`src/design/strap_led_pkg.sv`:
```
// shared constants and types for the address strap / status led pins
//
// How it works
// in hardware reset every strap pin is an input, sampled at reset exit
// after sampling, every strap pin is driven as an led output
// software reset neither resamples straps nor changes pin direction
// every strap pin stays driven as an output during software reset
// led asserted level is inverse of sampled strap, deasserted equals it
// low strap gives address bit zero, high strap gives address bit one
// address bit 0 pin shows transmit or receive activity
// address bit 1 pin shows collision, held about 70 ms per collision
// address bit 2 pin shows valid link
// board pulls each pin up or down, optionally through an led
// address bit 3 pin shows transmit activity
// address bit 4 pin shows receive activity
// address kept until hardware reset; each collision restarts the hold
package strap_led_pkg;

   // -------------------------------------------------------------
   // clock and timing
   // -------------------------------------------------------------
   localparam int unsigned CLK_HZ = 25_000_000;
   localparam int unsigned COLL_HOLD_MS = 70;
   localparam int unsigned COLL_HOLD_CYCLES = (CLK_HZ / 1000) * COLL_HOLD_MS;
   localparam int unsigned HOLD_W = 21;

   // -------------------------------------------------------------
   // pin positions in the address word
   // -------------------------------------------------------------
   localparam int unsigned NUM_PINS = 5;
   localparam int unsigned ACT_BIT = 0;
   localparam int unsigned COL_BIT = 1;
   localparam int unsigned LINK_BIT = 2;
   localparam int unsigned TXA_BIT = 3;
   localparam int unsigned RXA_BIT = 4;

   // -------------------------------------------------------------
   // reset values
   // -------------------------------------------------------------
   localparam logic [NUM_PINS-1:0] ADDR_RESET = 5'h00;
   localparam logic [NUM_PINS-1:0] LED_RESET = 5'h00;
   localparam logic [NUM_PINS-1:0] OE_ALL = 5'h1f;

   // status from the detectors that feed the leds
   typedef struct packed {
      logic tx_active;
      logic rx_active;
      logic collision;
      logic link_up;
   } status_t;

endpackage

```
`src/design/pulse_stretch.sv`:
```
// retriggerable stretcher: holds active for a fixed count after each start
`timescale 1ns/100ps
`default_nettype none

module pulse_stretch #(
   parameter int unsigned WIDTH = 21,
   parameter logic [WIDTH-1:0] HOLD = 21'h1a_b3f0
) (
   // clock and reset
   input wire logic clk,
   input wire logic reset,
   // control
   input wire logic clear,
   input wire logic start,
   // result
   output logic active
);

   logic [WIDTH-1:0] cnt_q;
   logic [WIDTH-1:0] age_q;

   // -------------------------------------------------------------
   // hold counter
   // -------------------------------------------------------------
   always_ff @(posedge clk or posedge reset) begin
      if (reset) begin
         cnt_q <= '0;
      end else if (clear) begin
         cnt_q <= '0;
      end else if (start) begin
         cnt_q <= HOLD;
      end else if (cnt_q != '0) begin
         cnt_q <= cnt_q - 1'b1;
      end
   end

   assign active = (cnt_q != '0);

   // -------------------------------------------------------------
   // checks
   // -------------------------------------------------------------
   // cycles since the last start, saturating; read only by checks
   always_ff @(posedge clk or posedge reset) begin
      if (reset) begin
         age_q <= '1;
      end else if (start) begin
         age_q <= '0;
      end else if (age_q != '1) begin
         age_q <= age_q + 1'b1;
      end
   end

   a_hold_start: assert property (
      @(posedge clk) disable iff (reset)
      start && !clear |=> active)
      else $error("stretch not active after start");

   a_hold_length: assert property (
      @(posedge clk) disable iff (reset)
      $fell(active) && !$past(clear) |-> age_q == HOLD)
      else $error("stretch ended at wrong length");

endmodule // pulse_stretch

`default_nettype wire

```
`src/design/phy_address_strap_led_pins.sv`:
```
// five strap pins sampled as the management address, then driven as leds
`timescale 1ns/100ps
`default_nettype none

module phy_address_strap_led_pins #(
   parameter int unsigned COLL_HOLD_CYCLES = strap_led_pkg::COLL_HOLD_CYCLES
) (
   // clock and hardware reset
   input wire logic clk,
   input wire logic reset,
   // software reset from the management side
   input wire logic sw_reset,
   // status from the link detectors
   input wire strap_led_pkg::status_t status,
   // sampled address
   output logic [4:0] phy_addr,
   output logic strap_valid,
   // address bit 0 / activity pin
   input wire logic addr0_activity_led_pin_in,
   output logic addr0_activity_led_pin_out,
   output logic addr0_activity_led_pin_oe,
   // address bit 1 / collision pin
   input wire logic addr1_collision_led_pin_in,
   output logic addr1_collision_led_pin_out,
   output logic addr1_collision_led_pin_oe,
   // address bit 2 / link pin
   input wire logic addr2_link_led_pin_in,
   output logic addr2_link_led_pin_out,
   output logic addr2_link_led_pin_oe,
   // address bit 3 / transmit activity pin
   input wire logic addr3_tx_activity_led_pin_in,
   output logic addr3_tx_activity_led_pin_out,
   output logic addr3_tx_activity_led_pin_oe,
   // address bit 4 / receive activity pin
   input wire logic addr4_rx_activity_led_pin_in,
   output logic addr4_rx_activity_led_pin_out,
   output logic addr4_rx_activity_led_pin_oe
);

   localparam int unsigned HW = strap_led_pkg::HOLD_W;
   localparam logic [HW-1:0] HOLD_C = COLL_HOLD_CYCLES[HW-1:0];

   logic [4:0] pin_in_w;
   logic [4:0] led_on_w;
   logic [4:0] led_out_q;
   logic [4:0] addr_q;
   logic captured_q;
   logic col_start_w;
   logic col_hold_w;

   // -------------------------------------------------------------
   // gather pin levels
   // -------------------------------------------------------------
   assign pin_in_w = {addr4_rx_activity_led_pin_in,
                      addr3_tx_activity_led_pin_in,
                      addr2_link_led_pin_in,
                      addr1_collision_led_pin_in,
                      addr0_activity_led_pin_in};

   // -------------------------------------------------------------
   // strap capture
   // -------------------------------------------------------------
   // pins stay inputs until the first edge after hardware reset ends;
   // that edge samples them, so the pull level is read undriven
   always_ff @(posedge clk or posedge reset) begin
      if (reset) begin
         captured_q <= 1'b0;
      end else begin
         captured_q <= 1'b1;
      end
   end

   // only hardware reset clears this; software reset is ignored here
   always_ff @(posedge clk or posedge reset) begin
      if (reset) begin
         addr_q <= strap_led_pkg::ADDR_RESET;
      end else if (!captured_q) begin
         addr_q <= pin_in_w; // see R01 see R06
      end
   end

   assign phy_addr = addr_q;
   assign strap_valid = captured_q;

   // -------------------------------------------------------------
   // collision stretch
   // -------------------------------------------------------------
   // collision held high keeps retriggering, so the hold runs from its end
   assign col_start_w = status.collision && captured_q;

   pulse_stretch #(
      .WIDTH(HW),
      .HOLD(HOLD_C)
   ) u_col_stretch (
      .clk(clk),
      .reset(reset),
      .clear(sw_reset),
      .start(col_start_w), // see R08
      .active(col_hold_w)
   );

   // -------------------------------------------------------------
   // led status
   // -------------------------------------------------------------
   // software reset shows every led deasserted while still driving it
   always_comb begin
      led_on_w = 5'h00;
      if (!sw_reset) begin
         led_on_w[strap_led_pkg::ACT_BIT] =
            status.tx_active | status.rx_active;
         led_on_w[strap_led_pkg::COL_BIT] = col_hold_w;
         led_on_w[strap_led_pkg::LINK_BIT] = status.link_up;
         led_on_w[strap_led_pkg::TXA_BIT] = status.tx_active;
         led_on_w[strap_led_pkg::RXA_BIT] = status.rx_active;
      end
   end

   // on the capture edge the output starts at the deasserted level
   always_ff @(posedge clk or posedge reset) begin
      if (reset) begin
         led_out_q <= strap_led_pkg::LED_RESET;
      end else if (!captured_q) begin
         led_out_q <= pin_in_w;
      end else begin
         led_out_q <= addr_q ^ led_on_w;
      end
   end

   // -------------------------------------------------------------
   // pin drivers
   // -------------------------------------------------------------
   // direction depends on capture only, never on software reset
   assign addr0_activity_led_pin_oe = captured_q; // see R02 see R03
   assign addr1_collision_led_pin_oe = captured_q; // see R02
   assign addr2_link_led_pin_oe = captured_q; // see R02
   assign addr3_tx_activity_led_pin_oe = captured_q; // see R02
   assign addr4_rx_activity_led_pin_oe = captured_q; // see R02

   assign addr0_activity_led_pin_out = led_out_q[strap_led_pkg::ACT_BIT];
   assign addr1_collision_led_pin_out = led_out_q[strap_led_pkg::COL_BIT];
   assign addr2_link_led_pin_out = led_out_q[strap_led_pkg::LINK_BIT];
   assign addr3_tx_activity_led_pin_out = led_out_q[strap_led_pkg::TXA_BIT];
   assign addr4_rx_activity_led_pin_out = led_out_q[strap_led_pkg::RXA_BIT];

   // -------------------------------------------------------------
   // checks
   // -------------------------------------------------------------
   a_input_in_reset: assert property (
      @(posedge clk) disable iff (reset)
      !strap_valid |-> !addr0_activity_led_pin_oe
         && !addr2_link_led_pin_oe && !addr4_rx_activity_led_pin_oe)
      else $error("strap pin driven before capture");

   a_strap_sample: assert property (
      @(posedge clk) disable iff (reset)
      $rose(strap_valid) |-> phy_addr == $past(pin_in_w))
      else $error("address differs from sampled straps");

   a_output_after: assert property (
      @(posedge clk) disable iff (reset)
      strap_valid |=> strap_valid && addr1_collision_led_pin_oe
         && addr3_tx_activity_led_pin_oe)
      else $error("strap pin not driven after capture");

   a_addr_held: assert property (
      @(posedge clk) disable iff (reset)
      strap_valid && $past(strap_valid) |-> $stable(phy_addr))
      else $error("address changed after capture");

   a_sw_reset_drive: assert property (
      @(posedge clk) disable iff (reset)
      sw_reset && strap_valid |-> ##1 addr0_activity_led_pin_oe
         && addr2_link_led_pin_oe && addr4_rx_activity_led_pin_oe)
      else $error("pin released during software reset");

   a_first_level: assert property (
      @(posedge clk) disable iff (reset)
      $rose(strap_valid) |-> led_out_q == phy_addr)
      else $error("first driven level not the deasserted one");

   a_act_led: assert property (
      @(posedge clk) disable iff (reset)
      strap_valid && $past(strap_valid) && !$past(sw_reset)
      |-> addr0_activity_led_pin_out == (phy_addr[0]
         ^ $past(status.tx_active | status.rx_active)))
      else $error("activity led wrong");

   a_link_led: assert property (
      @(posedge clk) disable iff (reset)
      strap_valid && $past(strap_valid) && !$past(sw_reset)
      |-> addr2_link_led_pin_out == (phy_addr[2] ^ $past(status.link_up)))
      else $error("link led wrong");

   a_txrx_led: assert property (
      @(posedge clk) disable iff (reset)
      strap_valid && $past(strap_valid) && !$past(sw_reset)
      |-> addr3_tx_activity_led_pin_out == (phy_addr[3]
            ^ $past(status.tx_active))
         && addr4_rx_activity_led_pin_out == (phy_addr[4]
            ^ $past(status.rx_active)))
      else $error("transmit or receive led wrong");

   a_col_led: assert property (
      @(posedge clk) disable iff (reset)
      strap_valid && status.collision && !sw_reset
      |-> ##2 (addr1_collision_led_pin_out != phy_addr[1]
         || $past(sw_reset)))
      else $error("collision led not asserted");

   a_col_release: assert property (
      @(posedge clk) disable iff (reset)
      strap_valid && $past(strap_valid) && !$past(col_hold_w)
      |-> addr1_collision_led_pin_out == phy_addr[1])
      else $error("collision led lit without a hold");

   a_sw_reset_dark: assert property (
      @(posedge clk) disable iff (reset)
      strap_valid && $past(strap_valid) && $past(sw_reset)
      |-> led_out_q == phy_addr)
      else $error("led lit during software reset");

endmodule // phy_address_strap_led_pins

`default_nettype wire

```
`config.mk`:
```
export PLATFORM = sky130hd
export DESIGN_NAME = phy_address_strap_led_pins
export DESIGN_NICKNAME = d
export VERILOG_FILES = /design/src/design/strap_led_pkg.sv /design/src/design/pulse_stretch.sv /design/src/design/phy_address_strap_led_pins.sv
export SDC_FILE = /design/constraint.sdc
export NUM_CORES = 1
export LEC_CHECK = 0
export ABC_AREA = 1
export BUFFER_PORTS_ARGS = -buffer_cell sky130_fd_sc_hd__buf_2
export CAP_MARGIN = 0
export CORE_MARGIN = 2
export CORE_UTILIZATION = 55
export CTS_BUF_LIST = sky130_fd_sc_hd__clkbuf_8
export DETAILED_ROUTE_END_ITERATION = 10
export PLACE_DENSITY = 0.78
export RECOVER_POWER = 25
export SETUP_SLACK_MARGIN = 0.5
export SLEW_MARGIN = 30
export SYNTH_ARGS = -nofsm -noshare
export SYNTH_HDL_FRONTEND = slang
export SYNTH_SLANG_ARGS = --single-unit
```
`constraint.sdc`:
```
create_clock -name clk -period 2 [get_ports clk]
set_input_delay 0.6 -clock clk [delete_from_list [all_inputs] [get_ports clk]]
set_output_delay 0.6 -clock clk [all_outputs]
set_load 0.02 [all_outputs]
```
## Word level (Yosys, flattened, before mapping)

Cells that the tools add are included.

| storage, ports and cells | value |
|---|---|
| register bits after elaboration | 32 |
| bits in latches | 0 |
| RAM bits | 0 |
| ROM bits | 0 |
| bits of input ports | 12 |
| output and inout bits | 16 |
| word-level logic and storage cells | 15 |
| memories | 0 |

| cells by class | value |
|---|---|
| add/subtract/negate cells | 1 |
| multiply operators | 0 |
| divide/modulo/power cells | 0 |
| $lt $le $gt $ge | 0 |
| equal/unequal tests | 0 |
| shifts and indexed selects | 0 |
| mux-type cells | 5 |
| bitwise gates (word level) | 2 |
| reductions and logical operators | 3 |

Operators by type and width:

| kind | count |
|---|---|
| two-way mux 21 bit | 3 |
| nonzero test 21 bit | 1 |
| subtractor 21 x 1 -> 21 bit, second input constant | 1 |
| two-way mux 5 bit | 2 |
| XOR 5 bit | 1 |
| nonzero test 3 bit | 1 |
| logical AND 1 bit | 1 |
| bitwise OR 1 bit | 1 |

## Logic depth before layout (Yosys ltp)

Gate-level depths: netlist of the first run.

| logic depth | value |
|---|---|
| word-level depth | 4 |
| mapped depth | 10 |
| gate-level depth less buffers | 10 |

## Cells and area by module

Synthesis of the first run repeated with hierarchy kept, for this count alone.

| second synthesis, totals | value |
|---|---|
| cell total of the unflattened synthesis | 261 |
| area, all modules | 1864.3 um^2 |

Modules (own cells, without submodules):

| module | instances | cells each | area each (um^2) | sequential area each (um^2) |
|---|---|---|---|---|
| pulse_stretch | 1 | 200 | 1347.5 | 525.5 |
| phy_address_strap_led_pins | 1 | 61 | 516.7 | 275.3 |

## Worst setup path after synthesis of the first run

No wires, ideal clock.

| path | value |
|---|---|
| path kind | input port to flip-flop |
| start | input status[1] (netlist name) |
| end | register u_col_stretch.cnt_q[14] |
| setup time | 0.130 ns |
| arrival time | 1.320 ns |
| data required time | 1.870 ns |
| slack | 0.550 ns |
| stages | 6 |
| buffers on the path | 0 |
| cells stage by stage | nand2_1 inv_1 nor2_1 inv_1 nor2_1 nor3_1 |

| between the ends | value |
|---|---|
| word-level cells in the longest chain between the ends | 3 |
| elaborated cells on any way between the ends | 4 |
| classes of those cells | 2 x mux; 2 x reduce/logical |

RTL lines:

| element | RTL line | text |
|---|---|---|
| from (decl) | phy_address_strap_led_pins.sv:14 | `input wire strap_led_pkg::status_t status,` |
| logical AND 1 bit * | phy_address_strap_led_pins.sv:89 | `assign col_start_w = status.collision && captured_q;` |
| two-way mux 21 bit | pulse_stretch.sv:30 | `end else if (start) begin` |
| two-way mux 21 bit | pulse_stretch.sv:28 | `end else if (clear) begin` |
| to (signal assigned) | pulse_stretch.sv:33 | `cnt_q <= cnt_q - 1'b1;` |
| to (decl) | pulse_stretch.sv:19 | `logic [WIDTH-1:0] cnt_q;` |

Mark *: on every way between the ends. The rest lies on a longest branch, timed or not.
A chain may end at the register's enable or synchronous reset.

## Worst setup path after layout of the first run

| path | value |
|---|---|
| start | register u_col_stretch.cnt_q[1] |
| end | register u_col_stretch.cnt_q[1] |

| between the ends | value |
|---|---|
| word-level cells in the longest chain between the ends | 4 |
| elaborated cells on any way between the ends | 6 |
| classes of those cells | 1 x add/sub; 3 x mux; 2 x reduce/logical |

RTL lines:

| element | RTL line | text |
|---|---|---|
| subtractor 21 x 1 -> 21 bit | pulse_stretch.sv:33 |  |
| two-way mux 21 bit | pulse_stretch.sv:32 | `end else if (cnt_q != '0) begin` |
| two-way mux 21 bit | pulse_stretch.sv:30 |  |
| two-way mux 21 bit | pulse_stretch.sv:28 |  |

Several ways; a longest one is shown, not always the timed one. The select of a mux whose other input is x is not followed.

==> impl_metrics.csv, run 1 <==
group,metric,value,unit
outcome,status,"complete, no violations",
synthesis,synthXorXnorAreaFrac,2.39,%
setup_path,worst_ep_required_time,2.16,ns
global_route,grt_pass1_vias,1476,
synthesis,netlist_area,1830,um2
timing,timing_hold_violations_final,0,
synthesis,synth.yosys.warnings,0,
timing,timing.slew.headroom,49.3,%
setup_path,critical_path.slowest_cell,"sky130_fd_sc_hd__dfrtp_1",
synthesis,synthMuxAreaShare,1.09,%
route,via_per_inst,5.04,
timing,report.final.setup_viol,0,
setup_path,worstRegToRegCells,8,
route,route.final.wire_length,4.53,mm
setup_path,slack_of_the_worst_reg_to_reg_path,0.36,ns
synthesis,synth_adder_area_share,1.37,%
setup_path,critical_path_class,"reg2reg",
cts,cts_root_buffer,"sky130_fd_sc_hd__clkbuf_8",
synthesis,synth.area.top_cells,"sky130_fd_sc_hd__dfrtp_1, sky130_fd_sc_hd__nand2_1, sky130_fd_sc_hd__nor2_1, sky130_fd_sc_hd__inv_1, sky130_fd_sc_hd__nor2_2",
floorplan,die_outline_area,3800,um2
power_and_ir_drop,power.leakage,0.00122,uW
floorplan,ioPinCount,28,
final_layout,n_antenna_cell,0,
route,antenna_left,0,
timing,fmax,0.610,GHz
timing,skew_final,0.00793,ns
cts,cts_max_level,2,
global_route,grt_antenna_before_repair,0,
synthesis,post-synth-top-area-cell,"sky130_fd_sc_hd__dfrtp_1",
synthesis,synthesis.nets,247,
floorplan,floorplan.initialDensity,59.0,%
global_route,groute.usage.overall,24.3,%
global_route,global_route.overflow_total,0,
floorplan,core.rowCount,20,
cts,clk_latency,0.29,ns
run,timing.max_cap.violations,0,
route,drt_iter0_markers,76,
global_route,grt_pass1_wl,6.60,mm
cts,cts.clk_slew.worst_paths,0.07,ns
floorplan,core-area,3100,um2
timing,timing_worst_slew_pin_value,0.760,ns
route,drt_first_pass_iters,4,
setup_path,setup.worst_path.start_class,"flop",
placement,place.detailed.hpwl,2.72,mm
route,total_via_count_after_detailed_routing,1662,
global_route,grt_max_degree,33,
synthesis,synth_seq_area_share,43.8,%
route,remaining_drc_errors,0,
synthesis,synth_cells,233,
setup_path,rr_startpoint,"u_col_stretch.cnt_q[1]$_DFFE_PP0P_",
cts,cts_made_buffers,5,
floorplan,die_y,61.7,um
power_and_ir_drop,pwr_density_cell,893,nW/um2
setup_path,max_stage_delay,0.41,ns
synthesis,combinational_family_with_the_most_area_after_synthesis,"simple AND/OR/NAND/NOR gates",
synthesis,synth_compound_area_share,8.28,%
placement,gp_congestion,0.840,
floorplan,chipWidth,61.7,um
worst_hold_path,min-delay-path-class,"reg2reg",
cts,clockBufferDepth,2,
final_layout,finish.utilization,77.0,%
setup_path,worst-endpoint-arrival,1.80,ns
synthesis,ys_types,29,
setup_path,worstPathMaxFanout,7,
final_layout,synthToLayoutAreaGrowth,30.6,%
route,drt-wirelength-per-cell,13.7,um
cts,clock_sink_count,32,
worst_hold_path,timing.hold.worst.start,"phy_addr[3]$_DFFE_PP0N_",
final_layout,mostFrequentLayoutCells,"sky130_fd_sc_hd__nand2_1, sky130_fd_sc_hd__dfrtp_1, sky130_fd_sc_hd__buf_2, sky130_fd_sc_hd__inv_1",
placement,placement.io_buffers,27,
cts,tritoncts_clock_tree,"built",
power_and_ir_drop,design_power_total,2130,uW
final_layout,layout.cells.most_common,"sky130_fd_sc_hd__nand2_1",
final_layout,number_of_nets_in_the_layout,299,
synthesis,ys_seq_elements,32,
final_layout,share_of_cells_above_drive_strength_1,40.9,%
timing,finalCritPeriodShare,81.9,%
final_layout,fillcell_total,224,
setup_path,chain_of_cells_forming_the_critical_path,"inv_2 > ha_4 > nand3_2 > nor2_4 > nand3_4 > buf_6 > o21ai_0 > a21oi_1",
synthesis,yosys.area_share.simple,34.3,%
synthesis,synthesis.area_per_instance,7.85,um2
worst_hold_path,worstHoldEndpoint,"led_out_q[3]$_DFF_PP0_",
timing,grt_setup_unrepaired,"yes",
synthesis,yosysTopAreaCellShare,43.8,%
timing,finalSetupTns,0,ns
setup_path,r2r_end,"u_col_stretch.cnt_q[1]$_DFFE_PP0P_",
setup_path,critical_path_sink_type,"flop",
power_and_ir_drop,max-vdd-ir-drop,0.522,mV
timing,period_minus_slack,1.64,ns
timing,final-max-slew-violation-count,0,
worst_hold_path,min_delay_path_depth,1,
==> metal layers <==
layer	up-vias	track usage, %	wire, um
li1	836	-	-
met1	769	32.2	1900
met2	43	37.4	2300
met3	14	6.30	185
met4	0	10.9	143
met5	-	0	0
==> worst max-delay path: cells and delay by family (launching register included) <==
kind / cells / cell delay, ns
DFF: 1 / 0.41
buffers and inverters: 2 / 0.28
and+or+nand+nor: 3 / 0.32
adders and majority gates: 1 / 0.17
AOI/OAI and AO/OA: 2 / 0.33
==> final cells by class <==
cell class                      count  area (um2)  area share (%)
Multi-Input combinational cell    167         997            41.7
Sequential cell                    32         803            33.6
Timing Repair Buffer               52         335            14.0
Inverter                           27         105            4.40
Clock buffer                        6        82.6            3.46
Tap cell                           44        55.1            2.30
Clock inverter                      2        10.0           0.419
==> sequential cells by signal, summed over array words and instances (netlist names) <==
signal,flops
addr0_activity_led_pin_oe,1
led_out_q,5
phy_addr,5
u_col_stretch.cnt_q,21
==> Yosys cell counts <==
cell type                  instances
sky130_fd_sc_hd__clkbuf_1          1
sky130_fd_sc_hd__nand2_2           3
sky130_fd_sc_hd__buf_4             5
sky130_fd_sc_hd__o21ai_0           9
sky130_fd_sc_hd__xnor2_1           3
sky130_fd_sc_hd__mux2i_1           2
sky130_fd_sc_hd__a31oi_1           2
sky130_fd_sc_hd__o21ai_4           1
sky130_fd_sc_hd__conb_1            1
sky130_fd_sc_hd__nand3b_1          1
sky130_fd_sc_hd__o21a_1            1
sky130_fd_sc_hd__nor2_1           33
sky130_fd_sc_hd__nand2_1          51
sky130_fd_sc_hd__and2_2            1
sky130_fd_sc_hd__inv_1            27
sky130_fd_sc_hd__a21o_1            1
sky130_fd_sc_hd__nor3_1            3
sky130_fd_sc_hd__nor2_2           14
sky130_fd_sc_hd__dfrtp_1          32
sky130_fd_sc_hd__buf_8             1
sky130_fd_sc_hd__a21oi_1           9
sky130_fd_sc_hd__a21oi_2           2
sky130_fd_sc_hd__nand3_1          16
sky130_fd_sc_hd__nor3b_1           1
sky130_fd_sc_hd__ha_1              2
sky130_fd_sc_hd__nand3_4           1
sky130_fd_sc_hd__nor2_4            4
sky130_fd_sc_hd__nand4_1           4
sky130_fd_sc_hd__xor2_1            2
==> per-stage QoR <==
stage	hold WS [ns]	instance area, um2	setup WS, ns	std cells
6_report	0.481	2390	0.361	330
5_1_grt	0.523	2390	0.291	330
4_1_cts	0.386	2180	0.457	318
3_5_place_dp	0.467	1990	0.265	301
3_3_place_gp	0.468	1990	0.283	301
2_1_floorplan	0.512	1830	0.550	233
==> power breakdown <==
part | switching (uW) | internal [uW] | leakage (uW)
combinational | 483 | 334 | 0.000757
clock | 236 | 274 | 0.0000510
sequential | 81.9 | 724 | 0.000407
total | 801 | 1330 | 0.00122
==> how the worst max path moves through the flow <==
stage                                   startpoint                             endpoint  slack [ns]  cells after the start
2_1_floorplan                            status[1]  u_col_stretch.cnt_q[14]$_DFFE_PP0P_        0.55                      6
3_3_place_gp    u_col_stretch.cnt_q[0]$_DFFE_PP0P_  u_col_stretch.cnt_q[13]$_DFFE_PP0P_        0.28                      8
3_5_place_dp    u_col_stretch.cnt_q[0]$_DFFE_PP0P_  u_col_stretch.cnt_q[13]$_DFFE_PP0P_        0.26                      8
4_1_cts        addr0_activity_led_pin_oe$_DFF_PP0_           addr1_collision_led_pin_oe        0.46                      1
5_1_grt         u_col_stretch.cnt_q[3]$_DFFE_PP0P_   u_col_stretch.cnt_q[1]$_DFFE_PP0P_        0.29                      7
6_report        u_col_stretch.cnt_q[1]$_DFFE_PP0P_   u_col_stretch.cnt_q[1]$_DFFE_PP0P_        0.36                      8
==> cells by family after synthesis <==
logic type | Yosys count
multiplexers | 2
AO/OA/AOI/OAI | 25
AND/OR/NAND/NOR | 132
XOR/XNOR | 5
flip-flops | 32
buffers and inverters | 34
other | 1
adder cells (fa/ha/maj) | 2
==> what timing repair did <==
action,CTS,global route
buffers inserted,9,12
resized for setup,9,35
hold buffers,0,0
gates cloned,0,0
setup endpoints to repair,23,29
pin swaps,3,17
(Power assumes the default switching activity.)
==> run 2: changes to the inputs <==
--- a/config.mk
+++ b/config.mk
@@ -9,7 +9,7 @@
 export BUFFER_PORTS_ARGS = -buffer_cell sky130_fd_sc_hd__buf_2
 export CAP_MARGIN = 0
 export CORE_MARGIN = 2
-export CORE_UTILIZATION = 55
+export CORE_UTILIZATION = 53
 export CTS_BUF_LIST = sky130_fd_sc_hd__clkbuf_8
 export DETAILED_ROUTE_END_ITERATION = 10
 export PLACE_DENSITY = 0.78
==> constraint.sdc (replaced) <==
create_clock -name clk -period 1.4 [get_ports clk]
set_input_delay 0.42 -clock clk [delete_from_list [all_inputs] [get_ports clk]]
set_output_delay 0.42 -clock clk [all_outputs]
set_load 0.02 [all_outputs]
==> run 2 against run 1 <==
The flow now finishes with violations (negative setup slack). Core utilization rose by 11 points. Non-clock buffer count is 21 higher. Register-to-register slack got worse by 0.60 ns. Combinational power rose by 95%. Sequential cell count unchanged. Count of clock-buffer cells in the layout rose by 1. Via count increased by 35%.
==> impl_metrics.csv, run 2 (same netlist as run 1, synthesis figures left out) <==
group,metric,value,unit
setup_path,worst_ep_required_time,1.57,ns
final_layout,finish.utilization,88.2,%
power_and_ir_drop,comb_power_share,42.1,%
power_and_ir_drop,power.net_switching,1470,uW
worst_hold_path,min-delay-path-class,"in2async",
placement,pre_cts_ws,-0.116,ns
cts,clockBufferDepth,2,
cts,cts_made_buffers,5,
final_layout,fillcell_total,128,
route,route.final.wire_length,8.18,mm
timing,finalSetupTns,-5.09,ns
cts,clk_latency,0.30,ns
power_and_ir_drop,flop_pwr_share,31.0,%
route,antenna_left,0,
global_route,groute.usage.overall,30.7,%
route,dr_wl_met2,3.67,mm
final_layout,mostFrequentLayoutCells,"sky130_fd_sc_hd__buf_6, sky130_fd_sc_hd__nand2_1, sky130_fd_sc_hd__dfrtp_1, sky130_fd_sc_hd__buf_4, sky130_fd_sc_hd__nor2_2",
timing,skew_final,0.0117,ns
final_layout,layout.cells.most_common,"sky130_fd_sc_hd__buf_6",
setup_path,worstPathMaxFanout,6,
power_and_ir_drop,max-vdd-ir-drop,1.22,mV
floorplan,chipWidth,62.8,um
power_and_ir_drop,power.clock.fraction,26.8,%
timing,timing_hold_violations_final,0,
timing,report.final.setup_viol,32,
power_and_ir_drop,internal_power,2310,uW
setup_path,critical_path_sink_type,"flop",
floorplan,ioPinCount,28,
outcome,violated_checks,"negative setup slack",
cts,cts_root_buffer,"sky130_fd_sc_hd__clkbuf_8",
route,route.met3.wl,1.13,mm
timing,period_minus_slack,1.64,ns
route,drt_first_pass_iters,7,
global_route,grt_pass1_vias,1903,
final_layout,synthToLayoutAreaGrowth,60.8,%
final_layout,share_of_cells_above_drive_strength_1,57.3,%
timing,layout_setup_ws,-0.238,ns
final_layout,number_of_nets_in_the_layout,320,
placement,place.detailed.hpwl,3.09,mm
route,remaining_drc_errors,0,
global_route,grt_pass1_wl,9.14,mm
cts,cts.clk_slew.worst_paths,0.08,ns
cts,cts_max_level,2,
cts,tritoncts_clock_tree,"built",
power_and_ir_drop,switching_share,38.9,%
route,drt-wirelength-per-cell,23.2,um
cts,number_of_buffers_added_to_fix_hold_violations_after_cts,0,
route,highest_layer,"met4",
setup_path,worst-endpoint-arrival,1.81,ns
timing,fmax,0.611,GHz
timing,finalCritPeriodShare,117,%
timing,grt_setup_unrepaired,"yes",
floorplan,die_y,62.8,um
timing,timing.slew.headroom,53.8,%
timing,final-max-slew-violation-count,0,
placement,placement.io_buffers,27,
final_layout,largest_register_ffs,21,
run,timing.max_cap.violations,0,
route,via_per_inst,6.34,
floorplan,core.rowCount,21,
global_route,grt_max_degree,20,
route,drt_iter0_markers,376,
timing,timing_worst_slew_pin_value,0.689,ns
final_layout,n_antenna_cell,0,
power_and_ir_drop,pwr_density_cell,1280,nW/um2
placement,gp_congestion,0.883,
floorplan,floorplan.initialDensity,54.8,%
final_layout,regMostFlops,"u_col_stretch.cnt_q",
setup_path,critical_path_class,"reg2reg",
setup_path,setup.worst_path.start_class,"flop",
global_route,global_route.overflow_total,0,
power_and_ir_drop,power.leakage,0.00143,uW
route,detail_route.wirelength.met1,2.73,mm
route,total_via_count_after_detailed_routing,2238,
floorplan,die_outline_area,3940,um2
timing,holdWs,0.173,ns
global_route,grt_antenna_before_repair,0,
cts,clock_sink_count,32,
floorplan,core-area,3340,um2
outcome,status,"finished, violations left",
run 2: changes by cell type in the layout (fill, tap and decap cells not counted), sizes merged:
| cell | before | now |
|---|---|---|
| buf | 51 | 73 |
| bufinv | 0 | 1 |
| clkinv | 2 | 0 |
| clkinvlp | 1 | 2 |
| inv | 26 | 25 |
run 2: path summary, 6_finish.rpt:
path                                                        to  slack [ns]                                start  cells after the start
setup / recovery            u_col_stretch.cnt_q[5]$_DFFE_PP0P_       -0.24  u_col_stretch.cnt_q[15]$_DFFE_PP0P_                      7
hold / removal              u_col_stretch.cnt_q[2]$_DFFE_PP0P_        0.17                                reset                      2
setup reg to reg            u_col_stretch.cnt_q[5]$_DFFE_PP0P_       -0.24  u_col_stretch.cnt_q[15]$_DFFE_PP0P_                      7
hold reg to reg            u_col_stretch.cnt_q[12]$_DFFE_PP0P_        0.66  u_col_stretch.cnt_q[12]$_DFFE_PP0P_                      3
max in group asynchronous  addr0_activity_led_pin_oe$_DFF_PP0_        0.72                                reset                      3
min in group clk                       phy_addr[2]$_DFFE_PP0N_        0.38                addr2_link_led_pin_in                      3
run 2: per-stage QoR:
step | instance area, um2 | cells | power (uW)
3_3_place_gp | 2200 | 324 | 2120
5_1_grt | 2940 | 353 | 3890
3_5_place_dp | 2200 | 324 | 2140
6_report | 2940 | 353 | 3780
4_1_cts | 2640 | 341 | 3320
2_1_floorplan | 1860 | 233 | 1840
run 2: power by group through the flow:
| stage | Clock (uW) | Combinational (uW) | Sequential [uW] |
|---|---|---|---|
| 3_5_place_dp | 0 | 1000 | 1140 |
| 5_1_grt | 1050 | 1660 | 1180 |
| 2_1_floorplan | 0 | 666 | 1170 |
| 3_3_place_gp | 0 | 983 | 1130 |
| 6_report | 1010 | 1590 | 1170 |
| 4_1_cts | 993 | 1190 | 1130 |
run 2: layout make-up:
class	count	area, um2	share of cell area (%)
inverters	27	106	3.62
multi-input cells	167	1190	40.5
clock inverters	1	30.0	1.02
repair buffers	73	657	22.3
flip-flops and latches	32	803	27.3
clock buffers	7	96.3	3.28
well taps	46	57.6	1.96
run 2: timing repair:
action                                 4_1_cts  5_1_grt
pin swaps                                   20       33
setup endpoints to repair                   45       47
cloned                                       1        0
buffers inserted                             8       12
endpoints found under the hold margin        0        0
resized for setup                           77       60
run 2: per-layer routing:
| metal | up-vias | track usage, % |
|---|---|---|
| li1 | 881 | - |
| met5 | - | 0 |
| met1 | 1028 | 34.5 |
| met3 | 82 | 9.01 |
| met4 | 0 | 17.5 |
| met2 | 247 | 52.0 |
run 2: critical path: stages (launching register included):
cell and delay [ns]:
sky130_fd_sc_hd__dfrtp_1 0.42, sky130_fd_sc_hd__nor2_2 0.25, sky130_fd_sc_hd__nand2_2 0.12, sky130_fd_sc_hd__nor2_4 0.16
sky130_fd_sc_hd__nand3_4 0.12, sky130_fd_sc_hd__o21ai_4 0.22, sky130_fd_sc_hd__buf_6 0.17, sky130_fd_sc_hd__nor2_2 0.04
==> run 3: changes to the inputs <==
--- a/config.mk
+++ b/config.mk
@@ -5,7 +5,6 @@
 export SDC_FILE = /design/constraint.sdc
 export NUM_CORES = 1
 export LEC_CHECK = 0
-export ABC_AREA = 1
 export BUFFER_PORTS_ARGS = -buffer_cell sky130_fd_sc_hd__buf_2
 export CAP_MARGIN = 0
 export CORE_MARGIN = 2
==> run 3 against run 2 <==
The run now fails in 5_1_grt. Synthesized cell count decreased by 12%. Synthesized area up 2.2%.
==> impl_metrics.csv, run 3 <==
group,metric,value,unit
outcome,status,"did not finish",
outcome,stop_stage,"5_1_grt",
outcome,error_message,"[ERROR DPL-0038] Utilization greater than 100%, impossible to legalize",
synthesis,synth_seq_area_share,42.8,%
synthesis,synthesis.nets,220,
timing,globalroute.repair_timing.worst_endpoint,"u_col_stretch.cnt_q[14]$_DFFE_PP0P_/D",
floorplan,chipWidth,63.4,um
synthesis,synth_top_flop_cell,"sky130_fd_sc_hd__dfrtp_1",
synthesis,synth.yosys.warnings,0,
synthesis,synthesis.area_per_instance,9.07,um2
global_route,grt_max_degree,18,
cts,cts_max_level,2,
floorplan,die_y,63.4,um
placement,placement.io_buffers,27,
synthesis,ys_seq_elements,32,
placement,place_inst,321,
placement,place.detailed.hpwl,3.65,mm
synthesis,synth_cells,206,
cts,cts_root_buffer,"sky130_fd_sc_hd__clkbuf_8",
cts,clockBufferDepth,2,
synthesis,ys_types,46,
synthesis,asyncSetResetFlopFracSynth,100,%
floorplan,floorplan.initialDensity,55.6,%
synthesis,yosysTopAreaCellShare,42.8,%
synthesis,synth_edf_count,0,
synthesis,synth.area.top_cells,"sky130_fd_sc_hd__dfrtp_1, sky130_fd_sc_hd__nor2_1, sky130_fd_sc_hd__nor3_1, sky130_fd_sc_hd__a21oi_1, sky130_fd_sc_hd__mux2i_1",
synthesis,netlist_area,1870,um2
synthesis,post-synth-top-area-cell,"sky130_fd_sc_hd__dfrtp_1",
cts,number_of_buffers_added_to_fix_hold_violations_after_cts,0,
floorplan,core.rowCount,21,
placement,dpl-instance-area,2510,um2
cts,clock_sink_count,32,
synthesis,most_frequently_used_cell_type_in_the_post_synthesis_netlist,"sky130_fd_sc_hd__dfrtp_1",
synthesis,synth_commonest_cells,"sky130_fd_sc_hd__dfrtp_1, sky130_fd_sc_hd__nor2_1, sky130_fd_sc_hd__nor3_1",
timing,worst_endpoint_kind,"register data pin",
cts,cts_made_buffers,5,
placement,gp_congestion,0.931,
floorplan,ioPinCount,28,
[run 3: cell types whose count changed after synthesis, sizes merged, moves of 5 or more]
cell | previous run | this run
nor2 | 51 | 21
nor4 | 0 | 5
nor3 | 3 | 15
inv | 27 | 5
nand2 | 54 | 13
nand3 | 17 | 5
clkbuf | 1 | 7
or2 | 0 | 7
or3 | 0 | 6
[run 3: what timing repair did]
item	in CTS
endpoints found under the setup margin	46
resized for setup	85
cloned	1
pin swaps	10
setup buffers	14
[run 3: through the flow]
step	worst slack (ns)	hold slack [ns]
4_1_cts	-0.409	0.134
3_5_place_dp	-0.398	0.435
3_3_place_gp	-0.372	0.432
2_1_floorplan	-0.413	0.348
[run 3: cells by family after synthesis]
kind of cell               after synthesis  share of synthesized area [%]
other                                    1                          0.201
buffers and inverters                   20                           5.15
AOI/OAI and AO/OA                       44                           16.1
muxes                                    9                           5.09
and+or+nand+nor                         94                           27.4
DFF                                     32                           42.8
adders and majority gates                2                           1.34
xor gates and xnor gates                 4                           1.87
==> run 4: changes to the inputs <==
--- a/config.mk
+++ b/config.mk
@@ -8,12 +8,10 @@
 export BUFFER_PORTS_ARGS = -buffer_cell sky130_fd_sc_hd__buf_2
 export CAP_MARGIN = 0
 export CORE_MARGIN = 2
-export CORE_UTILIZATION = 53
-export CTS_BUF_LIST = sky130_fd_sc_hd__clkbuf_8
+export CORE_UTILIZATION = 40
 export DETAILED_ROUTE_END_ITERATION = 10
-export PLACE_DENSITY = 0.78
+export PLACE_DENSITY_LB_ADDON = 0.15
 export RECOVER_POWER = 25
-export SETUP_SLACK_MARGIN = 0.5
 export SLEW_MARGIN = 30
 export SYNTH_ARGS = -nofsm -noshare
 export SYNTH_HDL_FRONTEND = slang
==> constraint.sdc (replaced) <==
create_clock -name clk -period 1.82 [get_ports clk]
set_input_delay 0.546 -clock clk [delete_from_list [all_inputs] [get_ports clk]]
set_output_delay 0.546 -clock clk [all_outputs]
set_load 0.02 [all_outputs]
==> run 4 against run 3 <==
The flow now finishes, with violations (negative setup slack). Synthesized cell count unchanged. Synthesized area stayed put.
==> impl_metrics.csv, run 4 <==
group,metric,value,unit
outcome,status,"finished, violations left",
outcome,violated_checks,"negative setup slack",
power_and_ir_drop,switching_share,36.8,%
floorplan,core-area,4410,um2
timing,skew_final,0.00948,ns
timing,holdWs,0.483,ns
setup_path,worst-endpoint-arrival,2.09,ns
synthesis,synth_cells,206,
synthesis,netlist_area,1870,um2
cts,clockBufferDepth,2,
global_route,grt_antenna_before_repair,0,
timing,report.final.setup_viol,1,
synthesis,synth_seq_area_share,42.8,%
cts,cts.clk_slew.worst_paths,0.08,ns
floorplan,floorplan.initialDensity,42.3,%
route,drt-wirelength-per-cell,15.7,um
setup_path,worst_ep_required_time,2.02,ns
placement,gp_congestion,0.791,
synthesis,synth_top_flop_cell,"sky130_fd_sc_hd__dfrtp_1",
cts,tritoncts_clock_tree,"built",
cts,clk_latency,0.29,ns
final_layout,finish.utilization,58.8,%
power_and_ir_drop,comb_power_share,45.1,%
power_and_ir_drop,internal_power,1860,uW
power_and_ir_drop,max-vdd-ir-drop,0.499,mV
synthesis,most_frequently_used_cell_type_in_the_post_synthesis_netlist,"sky130_fd_sc_hd__dfrtp_1",
global_route,global_route.overflow_total,0,
setup_path,critical_path.top_delay_family,"simple AND/OR/NAND/NOR gates",
final_layout,mostFrequentLayoutCells,"sky130_fd_sc_hd__buf_4, sky130_fd_sc_hd__dfrtp_1, sky130_fd_sc_hd__buf_2, sky130_fd_sc_hd__nor2_1, sky130_fd_sc_hd__nand2_1",
timing,timing_worst_slew_pin_value,0.820,ns
setup_path,setup.worst_path.start_class,"flop",
power_and_ir_drop,design_power_total,2950,uW
synthesis,synth.area.top_cells,"sky130_fd_sc_hd__dfrtp_1, sky130_fd_sc_hd__nor2_1, sky130_fd_sc_hd__nor3_1, sky130_fd_sc_hd__a21oi_1, sky130_fd_sc_hd__mux2i_1",
floorplan,ioPinCount,28,
final_layout,share_of_cells_above_drive_strength_1,43.1,%
route,route.final.wire_length,5.02,mm
cts,cts_root_buffer,"sky130_fd_sc_hd__clkbuf_8",
timing,timing_hold_violations_final,0,
final_layout,fillcell_total,395,
setup_path,critical_path.slowest_cell,"sky130_fd_sc_hd__or4_4",
global_route,groute.usage.overall,19.5,%
final_layout,regMostFlops,"u_col_stretch.cnt_q",
synthesis,yosysTopAreaCellShare,42.8,%
synthesis,asyncSetResetFlopFracSynth,100,%
route,dr_wl_met2,2.40,mm
power_and_ir_drop,flop_pwr_share,31.6,%
synthesis,synthesis.area_per_instance,9.07,um2
floorplan,die_outline_area,5240,um2
timing,finalCritPeriodShare,104,%
final_layout,number_of_nets_in_the_layout,280,
run,timing.max_cap.violations,0,
global_route,grt_pass1_wl,7.88,mm
route,total_via_count_after_detailed_routing,1770,
placement,place.detailed.hpwl,3.45,mm
final_layout,largest_register_ffs,21,
cts,cts_made_buffers,5,
timing,finalSetupTns,-0.0662,ns
final_layout,final-instance-count-excl-fill,319,
floorplan,die_y,72.4,um
setup_path,cp.buffers_inverters,0,
synthesis,synth.yosys.warnings,0,
final_layout,layout.cells.most_common,"sky130_fd_sc_hd__buf_4",
route,drt_first_pass_iters,4,
power_and_ir_drop,pwr_density_cell,1130,nW/um2
power_and_ir_drop,power.clock.fraction,23.3,%
synthesis,synth_edf_count,0,
route,detail_route.wirelength.met1,2.39,mm
timing,timing.slew.headroom,45.3,%
synthesis,post-synth-top-area-cell,"sky130_fd_sc_hd__dfrtp_1",
global_route,grt_pass1_vias,1633,
floorplan,chipWidth,72.4,um
cts,clock_sink_count,32,
setup_path,critical_path_sink_type,"flop",
route,drt_iter0_markers,102,
global_route,grt_max_degree,33,
cts,cts_max_level,2,
route,remaining_drc_errors,0,
timing,layout_setup_ws,-0.0662,ns
synthesis,synth_commonest_cells,"sky130_fd_sc_hd__dfrtp_1, sky130_fd_sc_hd__nor2_1, sky130_fd_sc_hd__nor3_1",
setup_path,critical_path_class,"reg2reg",
setup_path,max_stage_delay,0.53,ns
synthesis,ys_types,46,
synthesis,ys_seq_elements,32,
route,highest_layer,"met4",
timing,final-max-slew-violation-count,0,
setup_path,worstPathMaxFanout,3,
placement,placement.io_buffers,27,
final_layout,synthToLayoutAreaGrowth,38.9,%
route,route.met3.wl,204,um
floorplan,core.rowCount,24,
power_and_ir_drop,power.leakage,0.00113,uW
placement,place_inst,308,
power_and_ir_drop,power.net_switching,1080,uW
route,antenna_left,0,
final_layout,n_antenna_cell,0,
synthesis,synthesis.nets,220,
timing,fmax,0.530,GHz
timing,grt_setup_unrepaired,"yes",
timing,period_minus_slack,1.89,ns
setup_path,chain_of_cells_forming_the_critical_path,"or4_4 > or3_4 > a2111o_1 > a31oi_1",
worst_hold_path,min-delay-path-class,"in2async",
route,via_per_inst,5.55,
==> run 4: worst register-to-register path, delay by kind of cell (launching register included) <==
family             cells  cell delay [ns]
and+or+nand+nor        2             0.89
AOI/OAI and AO/OA      2             0.49
DFF                    1             0.42
==> run 4: per-stage QoR <==
step | setup WS [ns] | area, um2
2_1_floorplan | -0.0372 | 1880
3_3_place_gp | -0.0583 | 2290
3_5_place_dp | -0.118 | 2290
4_1_cts | -0.0287 | 2460
5_1_grt | -0.116 | 2600
6_report | -0.0662 | 2600
==> run 4: per-layer routing <==
layer,track usage (%),vias up
met2,31.1,38
met1,26.9,860
met3,4.58,5
met4,4.40,0
li1,-,867
met5,0,-
==> run 4: cell type report <==
| type | count | area (um2) | share of cell area [%] |
|---|---|---|---|
| clock buffer | 5 | 68.8 | 2.65 |
| sequential | 32 | 803 | 30.9 |
| timing repair buffer | 68 | 452 | 17.4 |
| tap | 52 | 65.1 | 2.51 |
| multi-input combinational | 154 | 1150 | 44.1 |
| clock inverter | 3 | 42.5 | 1.64 |
| inverter | 5 | 18.8 | 0.723 |
==> run 4: final timing paths <==
kind                                                    start                                  end  slack (ns)  depth (start not counted)
hold / removal                                          reset   u_col_stretch.cnt_q[6]$_DFFE_PP0P_        0.48                          3
hold reg to reg                       phy_addr[3]$_DFFE_PP0N_              phy_addr[3]$_DFFE_PP0N_        0.56                          1
max in group asynchronous                               reset   u_col_stretch.cnt_q[2]$_DFFE_PP0P_        0.77                          3
setup / recovery           u_col_stretch.cnt_q[7]$_DFFE_PP0P_  u_col_stretch.cnt_q[13]$_DFFE_PP0P_       -0.07                          4
min in group clk                 addr4_rx_activity_led_pin_in              phy_addr[4]$_DFFE_PP0N_        0.50                          2
setup reg to reg           u_col_stretch.cnt_q[7]$_DFFE_PP0P_  u_col_stretch.cnt_q[13]$_DFFE_PP0P_       -0.07                          4
==> run 4: cell families (layout without fill, tap and decap cells) <==
group	count (synthesis)	in the layout	share of synthesized area (%)
AND/OR/NAND/NOR	94	94	27.4
AO/OA/AOI/OAI	44	44	16.1
flip-flops	32	32	42.8
buffers and inverters	20	81	5.15
multiplexers	9	9	5.09
XOR/XNOR	4	4	1.87
adder cells (fa/ha/maj)	2	2	1.34
other	1	1	0.201
==> run 4: power by group through the flow <==
stage,Sequential [uW],Combinational [uW],Clock (uW)
after floorplan,949,605,0
after global placement,914,1100,0
after detailed placement,915,1100,0
after CTS,913,1160,697
after global routing,946,1440,731
final,932,1330,686
==> run 4: repair_timing <==
item                       CTS  global route
pin swaps                    2             6
setup endpoints to repair   17            20
resized for setup           11            28
hold buffers                 0             0
buffers inserted             2             1
